===== src/hdl/pipc_pkg.sv =====
/*
 Constants for the pin input select and power control register bank.
 Assumes a register access port of 16-bit words with a small address.
*/
`default_nettype none
package pipc_pkg;
   localparam int          ADDR_W          = 4;
   localparam int          DATA_W          = 16;
   localparam int          NUM_PINS        = 8;
   localparam logic [3:0]  ADDR_INPUT_SEL  = 4'h5;
   localparam logic [3:0]  ADDR_PWR_CTRL   = 4'hB;
   localparam logic [15:0] INPUT_SEL_RST   = 16'h0000;
   localparam logic [15:0] PWR_CTRL_RST    = 16'h0000;
   localparam logic [15:0] INPUT_SEL_MASK  = 16'h00FF;
   localparam logic [15:0] PWR_CTRL_MASK   = 16'h06FF;
   localparam int          GLOBAL_PD_BIT   = 10;
   localparam int          REF_EN_BIT      = 9;
   localparam int          CH_PD_LSB       = 0;
   localparam int          IN_SEL_LSB      = 0;
endpackage : pipc_pkg
`default_nettype wire


===== src/hdl/pipc_if.sv =====
/*
 Carrier between the register bank and the power decode.
 Assumes both ends share the bank clock.
*/
`default_nettype none
interface pipc_if;
   logic       global_pd;
   logic       ref_en;
   logic [7:0] ch_pd;
   logic [7:0] is_dac;
   logic       ref_pwr;
   logic       adc_pwr;
   logic [7:0] dac_pwr;
   modport bank (output global_pd, ref_en, ch_pd, is_dac,
                 input ref_pwr, adc_pwr, dac_pwr);
   modport dec (input global_pd, ref_en, ch_pd, is_dac,
                output ref_pwr, adc_pwr, dac_pwr);
endinterface : pipc_if
`default_nettype wire


===== src/hdl/pipc_pwr_dec.sv =====
/*
 Power state decode from the control bits.
 Assumes inputs come straight from registers on the same clock.
*/
`default_nettype none
module pipc_pwr_dec
   import pipc_pkg::*;
(
   pipc_if.dec p
);
   always_comb begin
      p.ref_pwr = !p.global_pd && p.ref_en;
      p.adc_pwr = !p.global_pd;
      p.dac_pwr = p.global_pd ? 8'h00 : ~(p.ch_pd & p.is_dac);
   end
endmodule : pipc_pwr_dec
`default_nettype wire


===== src/hdl/pipc_top.sv =====
/*
 Pin input select and power control register bank.
 Assumes the serial front end issues one-cycle write and read strobes on
 i_mclk with a register address; read data is registered.
// Operation
// - input select bit n set makes pin n a digital input
// - input select bit clear leaves pin function to pin config
// - global power-down turns off reference, all DACs and ADC
// - without global power-down, reference and DACs follow their own bits
// - reference enable clear keeps reference and buffer off, reset state
// - reference enable set powers reference and drives reference pin
// - channel power-down bit powers channel down only when it is a DAC
// - channel power-down bit clear keeps channel in normal mode
*/
`default_nettype none
module pipc_top
   import pipc_pkg::*;
(
   input  wire logic              i_mclk,
   input  wire logic              i_rst,
   input  wire logic              i_wr_en,
   input  wire logic              i_rd_en,
   input  wire logic [ADDR_W-1:0] i_addr,
   input  wire logic [DATA_W-1:0] i_wdata,
   input  wire logic [7:0]        i_pin_is_dac,
   output logic      [DATA_W-1:0] o_rdata,
   output logic      [7:0]        o_pin_input_en,
   output logic                   o_ref_power,
   output logic                   o_ref_pin_drive,
   output logic                   o_adc_power,
   output logic      [7:0]        o_dac_power
);
   logic [DATA_W-1:0] pin_input_select;
   logic [DATA_W-1:0] power_and_reference_control;
   logic [DATA_W-1:0] rdata;
   logic [DATA_W-1:0] next_pin_input_select;
   logic [DATA_W-1:0] next_power_and_reference_control;
   logic [DATA_W-1:0] next_rdata;
   pipc_if pif ();
   logic              wr_insel;
   logic              wr_pwr;

   // one address compare shared by the write path and checks; the read path decodes with a case
   function automatic logic addr_hit(input logic [ADDR_W-1:0] a,
                                     input logic [ADDR_W-1:0] r);
      return a == r;
   endfunction : addr_hit

   // reserved positions are cut on the way in, so reads need no mask
   function automatic logic [DATA_W-1:0] keep_fields(
      input logic [DATA_W-1:0] v,
      input logic [DATA_W-1:0] m
   );
      return v & m;
   endfunction : keep_fields

   assign wr_insel = i_wr_en && addr_hit(i_addr, ADDR_INPUT_SEL);
   assign wr_pwr   = i_wr_en && addr_hit(i_addr, ADDR_PWR_CTRL);

   // a read in the cycle of a write returns the old word; the host needs
   // no turnaround gap, the new value shows from the next read on
   always_comb begin
      next_pin_input_select            = pin_input_select;
      next_power_and_reference_control = power_and_reference_control;
      next_rdata                       = rdata;
      if (wr_insel) begin
         next_pin_input_select = keep_fields(i_wdata, INPUT_SEL_MASK);
      end
      if (wr_pwr) begin
         next_power_and_reference_control =
            keep_fields(i_wdata, PWR_CTRL_MASK);
      end
      if (i_rd_en) begin
         unique case (i_addr)
            ADDR_INPUT_SEL: next_rdata = pin_input_select;
            ADDR_PWR_CTRL:  next_rdata = power_and_reference_control;
            default:        next_rdata = 16'h0000;
         endcase
      end
   end

   always_ff @(posedge i_mclk or posedge i_rst) begin
      if (i_rst) begin
         pin_input_select            <= INPUT_SEL_RST;
         power_and_reference_control <= PWR_CTRL_RST;
         rdata                       <= 16'h0000;
      end else begin
         pin_input_select            <= next_pin_input_select;
         power_and_reference_control <= next_power_and_reference_control;
         rdata                       <= next_rdata;
      end
   end

   // register bank: masked store, hold between writes, registered read
   insel_store_a: assert property (
      @(posedge i_mclk) disable iff (i_rst)
      wr_insel |=>
         pin_input_select == ($past(i_wdata) & INPUT_SEL_MASK))
      else $error("input select word not stored");

   pwr_store_a: assert property (
      @(posedge i_mclk) disable iff (i_rst)
      wr_pwr |=>
         power_and_reference_control == ($past(i_wdata) & PWR_CTRL_MASK))
      else $error("power control word not stored");

   insel_hold_a: assert property (
      @(posedge i_mclk) disable iff (i_rst)
      !wr_insel |=> $stable(pin_input_select))
      else $error("input select changed without a write");

   pwr_hold_a: assert property (
      @(posedge i_mclk) disable iff (i_rst)
      !wr_pwr |=> $stable(power_and_reference_control))
      else $error("power control changed without a write");

   rd_insel_a: assert property (
      @(posedge i_mclk) disable iff (i_rst)
      (i_rd_en && addr_hit(i_addr, ADDR_INPUT_SEL)) |=>
         o_rdata == $past(pin_input_select))
      else $error("input select read back wrong");

   rd_pwr_a: assert property (
      @(posedge i_mclk) disable iff (i_rst)
      (i_rd_en && addr_hit(i_addr, ADDR_PWR_CTRL)) |=>
         o_rdata == $past(power_and_reference_control))
      else $error("power control read back wrong");

   rd_unmapped_a: assert property (
      @(posedge i_mclk) disable iff (i_rst)
      (i_rd_en && !addr_hit(i_addr, ADDR_INPUT_SEL) &&
       !addr_hit(i_addr, ADDR_PWR_CTRL)) |=> o_rdata == 16'h0000)
      else $error("unmapped read not zero");

   assign pif.global_pd = power_and_reference_control[GLOBAL_PD_BIT];
   assign pif.ref_en    = power_and_reference_control[REF_EN_BIT];
   assign pif.ch_pd     = power_and_reference_control[CH_PD_LSB +: 8];
   // dac flag is combinational from the pin config bank on our clock
   assign pif.is_dac    = i_pin_is_dac;

   pipc_pwr_dec u_dec (
      .p (pif.dec)
   );

   // unselected pins stay low so pin config decides their use
   assign o_pin_input_en  = pin_input_select[IN_SEL_LSB +: 8];
   assign o_ref_power     = pif.ref_pwr;
   assign o_ref_pin_drive = pif.ref_pwr;
   assign o_adc_power     = pif.adc_pwr;
   assign o_dac_power     = pif.dac_pwr;
   assign o_rdata         = rdata;

   input_sel_a: assert property (
      @(posedge i_mclk) disable iff (i_rst)
      wr_insel |=>
         o_pin_input_en == $past(i_wdata[IN_SEL_LSB +: 8]))
      else $error("input select did not follow write");

   input_clr_a: assert property (
      @(posedge i_mclk) disable iff (i_rst)
      (wr_insel && i_wdata[3] == 1'b0) |=>
         !o_pin_input_en[3])
      else $error("cleared select still forces input");

   global_pd_a: assert property (
      @(posedge i_mclk) disable iff (i_rst)
      power_and_reference_control[GLOBAL_PD_BIT] |->
         !o_ref_power && !o_adc_power && o_dac_power == 8'h00)
      else $error("global power-down left something on");

   ref_follow_a: assert property (
      @(posedge i_mclk) disable iff (i_rst)
      (wr_pwr && !i_wdata[GLOBAL_PD_BIT]) |=>
         o_ref_power == $past(i_wdata[REF_EN_BIT]))
      else $error("reference did not follow enable");

   adc_on_a: assert property (
      @(posedge i_mclk) disable iff (i_rst)
      !power_and_reference_control[GLOBAL_PD_BIT] |-> o_adc_power)
      else $error("converter off without global power-down");

   ref_off_a: assert property (
      @(posedge i_mclk) disable iff (i_rst)
      !power_and_reference_control[REF_EN_BIT] |->
         !o_ref_power && !o_ref_pin_drive)
      else $error("reference on while disabled");

   ref_on_a: assert property (
      @(posedge i_mclk) disable iff (i_rst)
      (power_and_reference_control[REF_EN_BIT] &&
       !power_and_reference_control[GLOBAL_PD_BIT]) |->
         o_ref_power && o_ref_pin_drive)
      else $error("reference pin not driven");

   ref_pin_a: assert property (
      @(posedge i_mclk) disable iff (i_rst)
      o_ref_pin_drive == o_ref_power)
      else $error("reference pin and buffer disagree");

   ch_pd_a: assert property (
      @(posedge i_mclk) disable iff (i_rst)
      (!power_and_reference_control[GLOBAL_PD_BIT] && !i_pin_is_dac[2])
         |-> o_dac_power[2])
      else $error("non-dac channel powered down");

   ch_down_a: assert property (
      @(posedge i_mclk) disable iff (i_rst)
      (!power_and_reference_control[GLOBAL_PD_BIT] &&
       power_and_reference_control[CH_PD_LSB + 2] && i_pin_is_dac[2])
         |-> !o_dac_power[2])
      else $error("dac channel not powered down");

   ch_norm_a: assert property (
      @(posedge i_mclk) disable iff (i_rst)
      (!power_and_reference_control[GLOBAL_PD_BIT] &&
       !power_and_reference_control[CH_PD_LSB + 5])
         |-> o_dac_power[5])
      else $error("channel not in normal mode");

   rsvd_zero_a: assert property (
      @(posedge i_mclk) disable iff (i_rst)
      i_rd_en |=>
         (o_rdata & ~(INPUT_SEL_MASK | PWR_CTRL_MASK)) == 16'h0000)
      else $error("reserved bits read nonzero");
endmodule : pipc_top
`default_nettype wire


===== config.mk =====
export PLATFORM = sky130hd
export DESIGN_NAME = pipc_top
export DESIGN_NICKNAME = d
export VERILOG_FILES = /design/src/hdl/pipc_pkg.sv /design/src/hdl/pipc_if.sv /design/src/hdl/pipc_pwr_dec.sv /design/src/hdl/pipc_top.sv
export SDC_FILE = /design/constraint.sdc
export NUM_CORES = 1
export LEC_CHECK = 0
export BUFFER_PORTS_ARGS = -buffer_cell sky130_fd_sc_hd__buf_2
export CAP_MARGIN = 25
export CORE_MARGIN = 5
export CORE_UTILIZATION = 46
export CTS_BUF_LIST = sky130_fd_sc_hd__clkbuf_4 sky130_fd_sc_hd__clkbuf_8
export DETAILED_ROUTE_END_ITERATION = 12
export PLACE_DENSITY_LB_ADDON = 0.12
export SLEW_MARGIN = 10
export SYNTH_ARGS = -nofsm -noshare
export SYNTH_HDL_FRONTEND = slang
export SYNTH_SLANG_ARGS = --single-unit

===== constraint.sdc =====
create_clock -name i_mclk -period 1.37 [get_ports i_mclk]
set_clock_uncertainty 0.05 [all_clocks]
set_input_delay 0.411 -clock i_mclk [delete_from_list [all_inputs] [get_ports i_mclk]]
set_output_delay 0.411 -clock i_mclk [all_outputs]
set_load 0.01 [all_outputs]

== Yosys cells after proc, flatten, opt, wreduce, memory -nomap -nowiden ==
Cells that the tools add are included.

* Output and inout bits: 35
* Register bits: 34
* Input port bits: 32

* Multiplexer cells: 2
* Equal/unequal tests: 2
* Reduce and logical (&&, ||, !) cells: 4
* Bitwise gates (word level): 2

{| class="wikitable"
|+ Operators by type and width
! cell !! number
|-
| one-hot mux 11 bit (2 select lines) || 1
|-
| AND 8 bit || 1
|-
| two-way mux 8 bit || 1
|-
| inverter 8 bit || 1
|-
| == test 4 x 3 -> 1 bit (second input constant) || 1
|-
| == test 4 bit (second input constant) || 1
|-
| logical AND 1 bit || 3
|-
| logical NOT 1 bit || 1
|}

== Longest topological paths before layout ==
* Depth after elaboration: 3
* Mapped depth: 4

== Hierarchy ==
From an unflattened synthesis, not the netlist that was laid out.

* Cells, all modules: 94
* Area total of the unflattened synthesis: 1,286.2 µm²

{| class="wikitable"
|+ By module, submodules not included
! module !! cells each !! area each (µm²) !! times used
|-
| pipc_top || 83 || 1,187.4 || 1
|-
| pipc_pwr_dec || 11 || 98.8 || 1
|}

== Worst setup path before layout ==
No wires, ideal clock.

* Path kind: input port to flip-flop
* Start: input i_addr[1]
* End: register rdata[0], in the netlist o_rdata[0]
* Path slack: -17 ps
* Data required time: 1,194 ps
* Arrival: 1,211 ps
* Stages: 4
* Path buffers: 1
* Setup time: 126 ps
* Cells stage by stage: and4b_1 -> and2_4 -> buf_6 -> a221o_1

* Longest elaborated chain between the ends: 2
* Elaborated cells between the ends (all ways): 3
* Classes of those cells: eq/ne (2); mux (1)

{| class="wikitable"
|+ Ends and longest elaborated chain
! item !! line !! RTL
|-
| start: declaration || pipc_top.sv:23 || <nowiki>input wire logic [ADDR_W-1:0] i_addr,</nowiki>
|-
| == test 4 bit or == test 4 x 3 -> 1 bit (tied branches) || pipc_top.sv:74 || <nowiki>unique case (i_addr)</nowiki>
|-
| one-hot mux 11 bit (2 select lines) * || pipc_top.sv:74 ||
|-
| end signal: assignment || pipc_top.sv:90 || <nowiki>rdata <= next_rdata;</nowiki>
|-
| end: declaration || pipc_top.sv:35 || <nowiki>logic [DATA_W-1:0] rdata;</nowiki>
|}

Mark *: on every way between the ends. The rest lies on a longest branch, timed or not.
A chain may end at the register's enable or synchronous reset.

== Worst setup path after layout ==
* Start: register power_and_reference_control[10]
* End: output o_dac_power[4]

* Longest elaborated chain between the ends: 1

{| class="wikitable"
|+ Ends and longest elaborated chain
! item !! line !! RTL
|-
| start: declaration || pipc_top.sv:34 || <nowiki>logic [DATA_W-1:0] power_and_reference_control;</nowiki>
|-
| start signal: assignment || pipc_top.sv:89 || <nowiki>power_and_reference_control <= next_power_and_reference_control;</nowiki>
|-
| two-way mux 8 bit || pipc_pwr_dec.sv:14 || <nowiki>p.dac_pwr = p.global_pd ? 8'h00 : ~(p.ch_pd & p.is_dac);</nowiki>
|-
| end: declaration || pipc_top.sv:31 || <nowiki>output logic [7:0] o_dac_power</nowiki>
|}

No other way between the ends.

==> impl_table.tex <==
\begin{tabular}{lr}
\hline
Metric & Value \\
\hline
\multicolumn{2}{l}{\textbf{Run status}} \\
Run status & complete, but fails checks \\
Violations in the final reports & negative setup slack \\
\multicolumn{2}{l}{\textbf{CTS}} \\
Root buffer selected by CTS & sky130\_fd\_sc\_hd\_\_clkbuf\_4 \\
Bufs on Longest Clock Path & 2 \\
Hold buffer count at CTS & 0 \\
H-tree levels & 1 \\
Clock tree from TritonCTS & yes \\
Clock-pin slew reported for the worst setup and hold paths after clock tree synthesis & about 160 ps \\
CTS Buf Count & 3 \\
Later-pin clock latency in the skew report & 330 ps \\
Clock sink total & 28 \\
\multicolumn{2}{l}{\textbf{Synth}} \\
Synth Cell Area & 0.00124 mm2 \\
Number of warnings reported in the yosys synthesis log & 0 \\
Top post-synthesis cells by area & sky130\_fd\_sc\_hd\_\_dfrtp\_1, sky130\_fd\_sc\_hd\_\_mux2\_2, sky130\_fd\_sc\_hd\_\_a221o\_1, sky130\_fd\_sc\_hd\_\_nor2b\_1, sky130\_fd\_sc\_hd\_\_buf\_4 \\
Proportion of synthesized chip area in sequential cells & about 56\% \\
Top cell type's share of synthesized area & 56.5\% \\
Gate Count Post-Synth & 94 \\
Largest area contributor in the netlist & sky130\_fd\_sc\_hd\_\_dfrtp\_1 \\
Library cells used by synthesis & 17 \\
Synthesized area per cell & 13.2 um2 \\
Count of state elements after synthesis & 28 \\
\multicolumn{2}{l}{\textbf{Place}} \\
Place WS & -145 ps \\
Global placer's final weighted congestion & 0.709 \\
Final HPWL from detailed placement & 2.08 mm \\
Port buffer count & between 50 and 60 \\
\multicolumn{2}{l}{\textbf{Floorplanning}} \\
Number of top-level pins & 67 \\
Starting density of the core & 49.2\% \\
Die area & 0.00384 mm2 \\
Die W & 61.9 um \\
Die height & approximately 62 um \\
Floorplan Core Area & 0.00252 mm2 \\
Number of core rows & 18 \\
\multicolumn{2}{l}{\textbf{Run}} \\
Number of maximum-capacitance violations & 0 \\
\multicolumn{2}{l}{\textbf{Timing}} \\
Post-route setup slack & -263 ps \\
Number of slew-limit violations in the final report & 0 \\
Final Critical Period & 1630 ps \\
Number of hold violations in the final report & 0 \\
Period utilization & 119\% \\
Setup violations, final & 11 \\
Maximum frequency from static timing analysis & 612 MHz \\
Worst-case hold slack & approximately 90 ps \\
Unrepaired setup endpoints after global routing & yes \\
\multicolumn{2}{l}{\textbf{Critical path}} \\
Slack of the worst reg-to-reg path & 360 ps \\
Data arrival time of the worst path & 1170 ps \\
FF-to-FF path depth & 2 \\
Kind of critical path & register to output pin \\
Startpoint of the most critical register-to-register path & pin\_input\_select[2] \\
R2r endpoint & o\_rdata[2] \\
Setup crit start kind & register \\
Kind of end point of the critical path & output pin \\
Critical path startpoint & power\_and\_reference\_control[10] \\
Timing endpoint of the critical path & o\_dac\_power[4] \\
Largest fanout on the critical path & 5 \\
Data required time of the worst path & just over 900 ps \\
\multicolumn{2}{l}{\textbf{Route}} \\
Post-Route WL & between 2 and 3 mm \\
Number of search-and-repair iterations in the first detailed-routing pass & 4 \\
Iteration-0 DRC Markers & 23 \\
Via density & 5.20 \\
Remaining routing DRC violations & 0 \\
Number of routed nets with antenna violations & 0 \\
Average detailed-routed wire length per instance & 15.3 um \\
Vias post-DR & 982 \\
\multicolumn{2}{l}{\textbf{Layout}} \\
Total inserted antenna cells & 0 \\
Layout-stage area growth over the synthesis result & 38.2\% \\
Fin nets & approximately 190 \\
Most used cells in the layout excluding fill and tap cells & sky130\_fd\_sc\_hd\_\_buf\_2, sky130\_fd\_sc\_hd\_\_dfrtp\_1, sky130\_fd\_sc\_hd\_\_mux2\_2 \\
Share of cells above drive strength 1 & between 60\% and 70\% \\
Most common cell after layout, fill and taps aside & sky130\_fd\_sc\_hd\_\_buf\_2 \\
\multicolumn{2}{l}{\textbf{Power and ir drop}} \\
Largest voltage drop on the vdd net & approximately 1 mV \\
Leak pwr & 0.000907 uW \\
Power per cell area & 1330 mW/mm2 \\
Total power consumption of the routed design & between 2000 and 2500 uW \\
\multicolumn{2}{l}{\textbf{Global routing}} \\
Number of global-route vias before repair & between 900 and 1000 \\
First-pass GRT wire length & $\sim$4.2 mm \\
Grt ovf & 0 \\
Largest net degree at the start of global routing & 29 \\
GRT Util Overall & 15.2\% \\
Number of antenna violations at the first check in global routing & 0 \\
\multicolumn{2}{l}{\textbf{Worst hold path}} \\
Hold crit path type & input pin to async pin \\
\hline
\end{tabular}
[power breakdown]
part           switching (uW)  total (uW)  internal, uW
combinational             289         669           380
sequential                116        1080           965
clock                     237         532           296
[sequential cells by signal (all words and copies together) (netlist names)]
| name | cells |
|---|---|
| o_rdata | 10 |
| pin_input_select | 8 |
| power_and_reference_control | 10 |
[worst min-delay path by stage]
stage / from / endpoint
after floorplan: i_rst / o_rdata[0]
after global placement: i_rst / o_rdata[3]
after detailed placement: i_rst / pin_input_select[0]
after CTS: i_rst / o_rdata[6]
after global routing: i_rst / o_rdata[6]
final: i_rst / power_and_reference_control[6]
[cells in the mapped netlist, drive strengths merged]
cell and number:
clkbuf 3, dfrtp 28, a21oi 8, and4bb 1, a221o 8, conb 1
nor2b 9, a22o 2, mux2 18, and4b 1, inv 3, buf 8
and2 2, nand2 2
[routing by layer]
metal	share of wire, %	routed length, um	vias up	track usage (%)
li1	-	-	454	-
met1	40	1150	482	19.4
met2	51	1470	44	25.6
met3	9.1	263	2	3.93
met4	0.52	15	0	3.64
met5	0	0	-	0
[critical path: stages (launching register included)]
cell and delay, ps:
sky130_fd_sc_hd__dfrtp_2 470, sky130_fd_sc_hd__buf_6 140, sky130_fd_sc_hd__a21oi_2 100, sky130_fd_sc_hd__buf_2 140
[stage by stage]
step	util [%]	setup TNS, ps	cells	cell area [um2]
finish	68.0	-2570	189	1720
global route	68.0	-3410	189	1720
CTS	63.9	-2720	183	1610
detailed placement	61.7	-2910	179	1560
global placement	61.7	-2780	179	1560
floorplan	-	-135	99	1260
[kinds of logic (layout without fill, tap and decap cells)]
logic type / after synthesis / after routing / synth area share, %
buffers and inverters: 14 / 74 / 7.06
DFF: 28 / 28 / 56.5
AOI/OAI and AO/OA: 18 / 18 / 11.3
and+or+nand+nor: 15 / 15 / 8.57
muxes: 18 / 18 / 16.3
other: 1 / 6 / 0.302
[final cells by class]
type / instances / area (um2)
fill: 202 / 807
sequential: 28 / 702
multi-input combinational: 57 / 502
timing repair buffer: 67 / 410
tap: 30 / 37.5
clock inverter: 1 / 30.0
clock buffer: 3 / 22.5
inverter: 3 / 11.3
[timing repair]
action / 4_1_cts / 5_1_grt
gates resized for setup: 1 / 15
endpoints found under the hold margin: 0 / 0
setup buffers: 0 / 6
endpoints found under the setup margin: 11 / 23
(Power assumes the default switching activity.)
